File: config.mk
export PLATFORM = sky130hd
export DESIGN_NAME = display_audio_pin_mux
export DESIGN_NICKNAME = d
export VERILOG_FILES = /design/src/core/pin_mux_pkg.sv /design/src/core/display_audio_pin_mux.sv /design/src/core/pad_mux_cell.sv
export SDC_FILE = /design/constraint.sdc
export NUM_CORES = 1
export LEC_CHECK = 0
export BUFFER_PORTS_ARGS = -buffer_cell sky130_fd_sc_hd__buf_2
export CORE_ASPECT_RATIO = 0.75
export CORE_MARGIN = 2
export CORE_UTILIZATION = 31
export DETAILED_ROUTE_END_ITERATION = 8
export GPL_ROUTABILITY_DRIVEN = 0
export GPL_TIMING_DRIVEN = 0
export HOLD_SLACK_MARGIN = 0.15
export PLACE_DENSITY = 0.64
export SLEW_MARGIN = 10
export SYNTH_ARGS = -nofsm -noshare
export SYNTH_HDL_FRONTEND = slang
export SYNTH_SLANG_ARGS = --single-unit
File: constraint.sdc
create_clock -name i_sys_clk -period 2.66 [get_ports i_sys_clk]
set_clock_uncertainty 0.1 [all_clocks]
set_input_delay 0 -clock i_sys_clk [delete_from_list [all_inputs] [get_ports i_sys_clk]]
set_output_delay 0 -clock i_sys_clk [all_outputs]
set_load 0.01 [all_outputs]
File: src/core/pin_mux_pkg.sv
// Overview of operation
// memory interface pads stay disabled and unpowered when that interface is not bonded
// both display units and the capture unit share one video input pin set
// bit 0 of the miscellaneous control register picks the capture pixel source
// select clear: capture takes pixel input bits 7..0 plus both syncs
// select set: capture takes pixel input bits 17..8
// sound PWM enabled: shared pins carry both PWM outputs
// sound PWM disabled: shared pins carry serial audio data and clock
// pad control slots 270..282 belong to the differential special functions
// differential pads are output only, enabled by bypass and differential mode bits
// differential pad function follows the GPIO pad option; timing controller picks style
// software keeps non-display outputs off port A and G while timing path runs
// port G bit 11 enable comes only from timing controller when display chosen
// software picks display on port G bit 11 only when ready for panel clock
// port A bit 0: GPIO, red bit 0, I2C-2 data, timer 18; diff pair 0
// port A bit 2: GPIO, red bit 2 only; diff pair 1 positive leg
// port A bit 8: GPIO, green bit 0, I2C-3 clock, timer 20; diff pair 4
// all selections are combinational, taking effect at once without frame waits
package pin_mux_pkg;
  localparam logic [31:0] MISC_CONTROL_ADDR = 32'hC3FE0340;
  localparam logic [31:0] PAD_OPTION_ADDR = 32'hC3FE0344;
  localparam logic [31:0] PAD_GPIO_ADDR = 32'hC3FE0348;
  localparam logic [31:0] PG11_CONTROL_ADDR = 32'hC3FE034C;
  localparam logic [31:0] SOUND_CONTROL_ADDR = 32'hC3FE0350;
  localparam logic [31:0] PANEL_TIMING_ONE_ADDR = 32'hC3FE0354;
  localparam logic [31:0] PAD_STATUS_ADDR = 32'hC3FE0358;

  localparam int CAPTURE_SEL_BIT = 0;
  localparam int SOUND_PWM_ENABLE_BIT = 0;
  localparam int PANEL_BYPASS_BIT = 0;
  localparam int REDUCED_SWING_MODE_BIT = 1;
  localparam int PAD_GPIO_OE_LSB = 16;
  localparam int PG11_OPT_LSB = 0;
  localparam int PG11_GPIO_OUT_BIT = 2;
  localparam int PG11_GPIO_OE_BIT = 3;
  localparam int STATUS_CONFLICT_BIT = 16;
  localparam int STATUS_DRAM_BIT = 17;
  localparam int STATUS_PG11_OE_BIT = 18;

  localparam logic [31:0] MISC_CONTROL_RST = 32'h0000_0000;
  localparam logic [31:0] PAD_OPTION_RST = 32'h0000_0000;
  localparam logic [31:0] PAD_GPIO_RST = 32'h0000_0000;
  localparam logic [3:0] PG11_CONTROL_RST = 4'h0;
  localparam logic SOUND_CONTROL_RST = 1'b0;
  localparam logic [1:0] PANEL_TIMING_ONE_RST = 2'h1;

  localparam logic [1:0] OPT_GPIO = 2'h0;
  localparam logic [1:0] OPT_DISPLAY = 2'h1;
  localparam logic [1:0] OPT_ALT2 = 2'h2;
  localparam logic [1:0] OPT_ALT3 = 2'h3;

  localparam int PA_PADS = 16;
  localparam int DIFF_SLOTS = 13;
  localparam int DIFF_SLOT_BASE = 270;
  localparam int DIFF_PA_PAIRS = 8;
endpackage

File: src/core/display_audio_pin_mux.sv
// Our own choice: the AHB-Lite register port.
module display_audio_pin_mux (
  // clock and reset
  input wire logic i_sys_clk,
  input wire logic i_rst_n,
  // register bus
  input wire logic i_hsel,
  input wire logic [31:0] i_haddr,
  input wire logic [1:0] i_htrans,
  input wire logic i_hwrite,
  input wire logic [2:0] i_hsize,
  input wire logic [31:0] i_hwdata,
  input wire logic i_hready,
  output logic [31:0] o_hrdata,
  output logic o_hreadyout,
  output logic o_hresp,
  // package strap
  input wire logic i_dram_bonded,
  output logic o_dram_pad_enable,
  output logic o_dram_pad_power,
  // shared video input
  input wire logic [17:0] i_pixel_in,
  input wire logic i_hsync,
  input wire logic i_vsync,
  output logic [9:0] o_capture_pixel,
  output logic [17:0] o_main_display_pixel,
  output logic [17:0] o_secondary_display_pixel,
  // sound generator
  input wire logic i_sound_pwm_out,
  input wire logic i_sound_pwm_out_alt,
  input wire logic i_i2s_sck,
  input wire logic i_i2s_do,
  output logic o_sound_pin_clk,
  output logic o_sound_pin_data,
  // display sources
  input wire logic [15:0] i_display_rgb,
  input wire logic [15:0] i_timing_rgb,
  input wire logic [12:0] i_timing_diff,
  input wire logic i_panel_clock,
  // port A peripherals, index 0..3 = pads 0,1,8,9
  input wire logic [3:0] i_i2c_out,
  input wire logic [3:0] i_i2c_oe,
  output logic [3:0] o_i2c_in,
  input wire logic [3:0] i_timer_out,
  input wire logic [3:0] i_timer_oe,
  output logic [3:0] o_timer_in,
  output logic [15:0] o_gpio_in,
  // port A pads
  input wire logic [15:0] i_pa_in,
  output logic [15:0] o_pa_out,
  output logic [15:0] o_pa_oe_n,
  // port G bit 11 pad
  input wire logic i_pg11_in,
  output logic o_pg11_out,
  output logic o_pg11_oe_n,
  output logic o_pg11_gpio_in,
  // differential special-function pads, slot 270 + index
  output logic [12:0] o_diff_out,
  output logic [12:0] o_diff_obe
);
  // bus data phase
  logic dp_valid_r, dp_valid_nxt;
  logic dp_write_r, dp_write_nxt;
  logic [31:0] dp_addr_r, dp_addr_nxt;
  // registers
  logic misc_r, misc_nxt;
  logic [31:0] pad_opt_r, pad_opt_nxt;
  logic [31:0] pad_gpio_r, pad_gpio_nxt;
  logic [3:0] pg11_r, pg11_nxt;
  logic sound_r, sound_nxt;
  logic [1:0] timing_r, timing_nxt;
  // strap
  logic dram_bonded_r, dram_bonded_nxt;
  logic strap_done_r, strap_done_nxt;
  // mux
  logic timing_active;
  logic diff_on;
  logic pg11_disp;
  logic conflict;
  logic [15:0] disp_data;
  logic [15:0] pad_conflict;

  assign o_hreadyout = 1'b1;
  assign o_hresp = 1'b0;

  always_comb begin
    dp_valid_nxt = i_hready ? (i_hsel && i_htrans[1]) : dp_valid_r;
    dp_write_nxt = i_hready ? i_hwrite : dp_write_r;
    dp_addr_nxt = i_hready ? i_haddr : dp_addr_r;
  end

  always_ff @(posedge i_sys_clk or negedge i_rst_n) begin
    if (!i_rst_n) begin
      dp_valid_r <= 1'b0;
      dp_write_r <= 1'b0;
      dp_addr_r <= 32'h0000_0000;
    end else begin
      dp_valid_r <= dp_valid_nxt;
      dp_write_r <= dp_write_nxt;
      dp_addr_r <= dp_addr_nxt;
    end
  end

  // writes land in the data phase; unmapped writes are dropped
  always_comb begin
    misc_nxt = misc_r;
    pad_opt_nxt = pad_opt_r;
    pad_gpio_nxt = pad_gpio_r;
    pg11_nxt = pg11_r;
    sound_nxt = sound_r;
    timing_nxt = timing_r;
    if (dp_valid_r && dp_write_r) begin
      case (dp_addr_r)
        pin_mux_pkg::MISC_CONTROL_ADDR: begin
          misc_nxt = i_hwdata[pin_mux_pkg::CAPTURE_SEL_BIT];
        end
        pin_mux_pkg::PAD_OPTION_ADDR: begin
          pad_opt_nxt = i_hwdata;
        end
        pin_mux_pkg::PAD_GPIO_ADDR: begin
          pad_gpio_nxt = i_hwdata;
        end
        pin_mux_pkg::PG11_CONTROL_ADDR: begin
          pg11_nxt = i_hwdata[3:0];
        end
        pin_mux_pkg::SOUND_CONTROL_ADDR: begin
          sound_nxt = i_hwdata[pin_mux_pkg::SOUND_PWM_ENABLE_BIT];
        end
        pin_mux_pkg::PANEL_TIMING_ONE_ADDR: begin
          timing_nxt = i_hwdata[1:0];
        end
        default: begin
          misc_nxt = misc_r;
        end
      endcase
    end
  end

  always_ff @(posedge i_sys_clk or negedge i_rst_n) begin
    if (!i_rst_n) begin
      misc_r <= pin_mux_pkg::MISC_CONTROL_RST[0];
      pad_opt_r <= pin_mux_pkg::PAD_OPTION_RST;
      pad_gpio_r <= pin_mux_pkg::PAD_GPIO_RST;
      pg11_r <= pin_mux_pkg::PG11_CONTROL_RST;
      sound_r <= pin_mux_pkg::SOUND_CONTROL_RST;
      timing_r <= pin_mux_pkg::PANEL_TIMING_ONE_RST;
    end else begin
      misc_r <= misc_nxt;
      pad_opt_r <= pad_opt_nxt;
      pad_gpio_r <= pad_gpio_nxt;
      pg11_r <= pg11_nxt;
      sound_r <= sound_nxt;
      timing_r <= timing_nxt;
    end
  end

  // the strap is caught once, on the first edge after reset release
  always_comb begin
    strap_done_nxt = 1'b1;
    dram_bonded_nxt = strap_done_r ? dram_bonded_r : i_dram_bonded;
  end

  always_ff @(posedge i_sys_clk or negedge i_rst_n) begin
    if (!i_rst_n) begin
      strap_done_r <= 1'b0;
      dram_bonded_r <= 1'b0;
    end else begin
      strap_done_r <= strap_done_nxt;
      dram_bonded_r <= dram_bonded_nxt;
    end
  end

  assign o_dram_pad_enable = dram_bonded_r;
  assign o_dram_pad_power = dram_bonded_r;

  always_comb begin
    case (dp_addr_r)
      pin_mux_pkg::MISC_CONTROL_ADDR: o_hrdata = {31'h0000_0000, misc_r};
      pin_mux_pkg::PAD_OPTION_ADDR: o_hrdata = pad_opt_r;
      pin_mux_pkg::PAD_GPIO_ADDR: o_hrdata = pad_gpio_r;
      pin_mux_pkg::PG11_CONTROL_ADDR: o_hrdata = {28'h000_0000, pg11_r};
      pin_mux_pkg::SOUND_CONTROL_ADDR: o_hrdata = {31'h0000_0000, sound_r};
      pin_mux_pkg::PANEL_TIMING_ONE_ADDR: o_hrdata = {30'h0000_0000, timing_r};
      pin_mux_pkg::PAD_STATUS_ADDR: begin
        o_hrdata = {13'h0000, !o_pg11_oe_n, dram_bonded_r, conflict, 3'h0, o_diff_obe};
      end
      default: o_hrdata = 32'h0000_0000;
    endcase
  end

  // video input sharing
  assign o_main_display_pixel = i_pixel_in;
  assign o_secondary_display_pixel = i_pixel_in;
  assign o_capture_pixel = misc_r ? i_pixel_in[17:8] :
                           {i_vsync, i_hsync, i_pixel_in[7:0]};

  // sound pins
  assign o_sound_pin_clk = sound_r ? i_sound_pwm_out : i_i2s_sck; // see R06
  assign o_sound_pin_data = sound_r ? i_sound_pwm_out_alt : i_i2s_do; // see R06

  // timing path runs while bypass is clear
  assign timing_active = !timing_r[pin_mux_pkg::PANEL_BYPASS_BIT];
  assign diff_on = timing_active && timing_r[pin_mux_pkg::REDUCED_SWING_MODE_BIT];
  assign disp_data = timing_active ? i_timing_rgb : i_display_rgb;

  for (genvar i = 0; i < pin_mux_pkg::PA_PADS; i++) begin : g_pa
    localparam bit HAS = (i == 0) || (i == 1) || (i == 8) || (i == 9);
    localparam int K = (i < 8) ? i : i - 6;
    logic [3:0] alt_o;
    logic [3:0] alt_oe;
    logic [3:0] alt_i;
    if (HAS) begin : g_full
      // see R14
      assign alt_o = {i_timer_out[K], i_i2c_out[K], disp_data[i], pad_gpio_r[i]};
      assign alt_oe = {i_timer_oe[K], i_i2c_oe[K], 1'b1,
                       pad_gpio_r[pin_mux_pkg::PAD_GPIO_OE_LSB + i]};
      assign o_i2c_in[K] = alt_i[2];
      assign o_timer_in[K] = alt_i[3];
    end else begin : g_short

      assign alt_o = {2'h0, disp_data[i], pad_gpio_r[i]};
      assign alt_oe = {2'h0, 1'b1, pad_gpio_r[pin_mux_pkg::PAD_GPIO_OE_LSB + i]};
    end
    pad_mux_cell #(
      .HAS_ALT(HAS)
    ) u_cell (
      .i_option(pad_opt_r[2*i +: 2]),
      .i_diff_active(diff_on),
      .i_alt_out(alt_o),
      .i_alt_oe(alt_oe),
      .o_alt_in(alt_i),
      .i_pad_in(i_pa_in[i]),
      .o_pad_out(o_pa_out[i]),
      .o_pad_oe_n(o_pa_oe_n[i])
    );
    assign o_gpio_in[i] = alt_i[0];
    // software misuse flag: non-display output while timing path runs
    assign pad_conflict[i] = timing_active && !o_pa_oe_n[i] &&
                             (pad_opt_r[2*i +: 2] != pin_mux_pkg::OPT_DISPLAY);
  end

  // differential slots: 8 port A pairs, then port G / M slots, last is port G bit 11
  for (genvar j = 0; j < pin_mux_pkg::DIFF_SLOTS; j++) begin : g_diff
    if (j < pin_mux_pkg::DIFF_PA_PAIRS) begin : g_pa_pair
      assign o_diff_obe[j] = diff_on && // see R08
                             (pad_opt_r[4*j +: 2] == pin_mux_pkg::OPT_DISPLAY);
    end else if (j < pin_mux_pkg::DIFF_SLOTS - 1) begin : g_other
      assign o_diff_obe[j] = diff_on;
    end else begin : g_clk
      assign o_diff_obe[j] = pg11_disp;
    end
  end
  assign o_diff_out = i_timing_diff;

  assign conflict = |pad_conflict;

  // port G bit 11: enable owned by the timing controller once display is chosen
  assign pg11_disp = (pg11_r[pin_mux_pkg::PG11_OPT_LSB +: 2] == pin_mux_pkg::OPT_DISPLAY);
  assign o_pg11_out = pg11_disp ? i_panel_clock : pg11_r[pin_mux_pkg::PG11_GPIO_OUT_BIT];
  assign o_pg11_oe_n = !(pg11_disp || // see R12
                         ((pg11_r[1:0] == pin_mux_pkg::OPT_GPIO) &&
                          pg11_r[pin_mux_pkg::PG11_GPIO_OE_BIT]));
  assign o_pg11_gpio_in = (pg11_r[1:0] == pin_mux_pkg::OPT_GPIO) ? i_pg11_in : 1'b0;
endmodule

File: src/core/pad_mux_cell.sv
module pad_mux_cell #(
  parameter bit HAS_ALT = 1'b0
) (
  // selection
  input wire logic [1:0] i_option,
  input wire logic i_diff_active,
  // functions
  input wire logic [3:0] i_alt_out,
  input wire logic [3:0] i_alt_oe,
  output logic [3:0] o_alt_in,
  // pad
  input wire logic i_pad_in,
  output logic o_pad_out,
  output logic o_pad_oe_n
);
  logic opt_ok;
  logic diff_owns;

  // options 2 and 3 exist only on pads that carry them
  assign opt_ok = HAS_ALT || (i_option == pin_mux_pkg::OPT_GPIO) ||
                  (i_option == pin_mux_pkg::OPT_DISPLAY);
  // the differential buffer takes the pin from the normal buffer
  assign diff_owns = i_diff_active && (i_option == pin_mux_pkg::OPT_DISPLAY);
  assign o_pad_out = opt_ok ? i_alt_out[i_option] : 1'b0;
  assign o_pad_oe_n = !(opt_ok && i_alt_oe[i_option] && !diff_owns);

  always_comb begin
    o_alt_in = 4'h0;
    if (opt_ok) begin
      o_alt_in[i_option] = i_pad_in;
    end
  end
endmodule

==> impl_metrics.json <==
{
  "hold_viol": 0,
  "arrival_ps": 2740,
  "vias_per_cell": 4.77,
  "rsz0062_at_grt": "yes",
  "antenna_left": 0,
  "ys_seq_elements": 108,
  "crit_type": "reg2out",
  "root_buffer": "clkbuf_16",
  "dpl.hpwl_mm": 19.8,
  "clock_sinks": 108,
  "synth_edf_count": 0,
  "synth_cell_types": 56,
  "relSlewSlack": 0.466,
  "vdd_drop_max_uv": 246,
  "start_util": 0.318,
  "cpPeakStageDelay_ps": 610,
  "area_growth_pct": 60.1,
  "first_pass_iters": 5,
  "layout-drive-gt1-share": 0.594,
  "maxSlewViolCount": 0,
  "status": "finished with violations",
  "setup_viol": 97,
  "cts_tree": "done",
  "boundaryPins": 347,
  "crit_chain": "or4bb_4 > or4_4 > nor3_4 > buf_12 > buf_6 > buf_6 > a221o_1 > buf_2",
  "num_rows": 46,
  "path_buf_inv": 4,
  "globalRouteOverflowTotal": 0,
  "clock_path_buffers": 2,
  "wl_per_cell_um": 19.2,
  "nNetsFinal": 1260,
  "p_leak_nw": 5.35,
  "port_buffers": 326,
  "grtUsageTotal": 0.225,
  "critPathSlowestCell": "or4_4",
  "mostFrequentLayoutCells": "buf_2 (318), buf_4 (113), mux2_2 (113)",
  "period_needed_ps": 2840,
  "cts_max_level": 3,
  "clk_latency_ps": 350,
  "hold_slack_ps": 183,
  "utilization": 0.509,
  "synth_flop_cell": "dfrtp_1",
  "cp_top_family": "simple AND/OR/NAND/NOR gates",
  "yosys_warnings": 0,
  "grt_max_degree": 71,
  "use_met1": 0.301,
  "grt_busiest_layer": "met2",
  "synth_area_um2": 6750,
  "via_count": 6568,
  "dpl_cell_area_um2": 8770,
  "fmax_ghz": 0.353,
  "critPathMostFrequentCell": "buf_6",
  "die-area_um2": 23000,
  "end_kind": "output port",
  "crit_fanout": 5,
  "routed_wl_mm": 26.4,
  "route.detailed.drc": 0,
  "stdcell_area_um2": 10800,
  "yosysSeqAreaShare": 0.401,
  "post-place-ws_ps": -494,
  "final_common_cell": "buf_2",
  "placeableCoreArea_um2": 21200,
  "grt_use_met2": 0.364,
  "syn_inst": 618,
  "async_reset_ff_frac": 1.00,
  "clkTransAtPathRegs_ps": 80,
  "die_x_um": 174,
  "grt_antenna_before_repair": 3,
  "cts_buffers": 9,
  "finalCritPeriodShare": 1.07,
  "startpoint_type": "flop",
  "tightestPinTransition_ps": 801,
  "grt_pass1_vias": 6511,
  "powerDensity_nw_per_um2": 341,
  "hold_class": "in2out",
  "max_cap_viol_count": 0,
  "dieHeight_um": 132,
  "grt_pass1_wl_mm": 39.1,
  "syn_avg_cell_area_um2": 10.9,
  "cp.required_ps": 2560,
  "first_iter_violations": 357,
  "grt_util_met3": 0.0594,
  "finalWorstSetupSlack_ps": -176,
  "violations": "setup timing"
}
## synth_stat cells, types with 4 or more instances
cell      count  share of area
nand2b_1      6         0.0056
nor3_1        4         0.0030
nor2_1       59          0.033
nand2_1      13         0.0072
nand4_1       4         0.0037
o21ai_0       8         0.0059
a22oi_1      16          0.018
mux2i_1      19          0.028
mux2_2      117           0.20
and2_1       15          0.014
a211oi_1     14          0.016
and3_1        5         0.0046
buf_2         7         0.0052
clkbuf_1     22          0.012
a211o_1      12          0.016
buf_4       100           0.11
dfrtp_1     107           0.40
a22o_1       16          0.021
mux4_2        4          0.013
a221o_1       6         0.0089
nor3b_1       7         0.0078
## repair_timing
item	CTS	global route
pin swaps	18	5
setup endpoints to repair	135	103
setup buffers	24	7
cloned	5	0
hold buffers	90	0
gates resized for setup	89	17
endpoints found under the hold margin	227	0
## logic make-up after synthesis
| family | count (synthesis) | share of synthesized area |
|---|---|---|
| buffers and inverters | 134 | 0.132 |
| other | 2 | 0.00111 |
| multiplexers | 145 | 0.246 |
| AO/OA/AOI/OAI | 84 | 0.0978 |
| AND/OR/NAND/NOR | 145 | 0.122 |
| flip-flops | 108 | 0.401 |
## layout make-up
class	instances	area, µm²
multi-input combinational	377	3330
inverter	3	13.8
antenna	2	5.00
sequential	108	2710
timing repair buffer	453	3110
buffer	130	1010
tap	288	360
clock inverter	6	47.5
clock buffer	9	225
fill	1990	10400
## final timing paths
path / to / slack [ps] / start / cells past startpoint
worst max-delay path: o_hrdata[10] / -180 / dp_addr_r[10] / 8
worst min-delay path: o_gpio_in[5] / 180 / i_pa_in[5] / 3
worst max register to register: timing_r[1] / -170 / dp_addr_r[10] / 8
worst min register to register: dp_addr_r[9] / 400 / dp_addr_r[9] / 1
max in group asynchronous: timing_r[0] / 1460 / i_rst_n / 4
min in group asynchronous: dp_addr_r[14] / 610 / i_rst_n / 4
## metrics by stage
| stage | power [W] | TNS, ps | instances |
|---|---|---|---|
| detailed placement | 0.00229 | -35120 | 1234 |
| finish | 0.00368 | -10470 | 1376 |
| global route | 0.00383 | -21440 | 1376 |
| CTS | 0.00371 | -13230 | 1367 |
| floorplan | 0.00200 | 0 | 619 |
| global placement | 0.00227 | -36600 | 1233 |
## per-layer routing
| layer | share of wire | up-vias | routed length [µm] |
|---|---|---|---|
| li1 | - | 3076 | - |
| met1 | 0.44 | 3151 | 11600 |
| met2 | 0.47 | 315 | 12300 |
| met3 | 0.081 | 24 | 2130 |
| met4 | 0.014 | 2 | 374 |
| met5 | 0.00049 | - | 13 |
## registers in the layout (all words and copies together) (netlist names)
name / flops
dp_valid_r: 1
strap_done_r: 1
o_dram_pad_enable: 1
pg11_r: 4
pad_opt_r: 32
dp_addr_r: 32
timing_r: 2
pad_gpio_r: 32
dp_write_r: 1
misc_r: 1
sound_r: 1
## worst register-to-register path, delay by kind of cell (launching register included)
kind | cells | cell delay, ps
muxes | 1 | 310
and+or+nand+nor | 4 | 1390
buffers and inverters | 3 | 520
DFF | 1 | 380
## power breakdown
group	switching (W)	internal [W]	total, W
clock network	0.000656	0.000642	0.00130
registers	0.0000452	0.00170	0.00174
logic	0.000264	0.000377	0.000641
total	0.000966	0.00272	0.00368
Note: power is estimated with default switching activity, not from simulation.
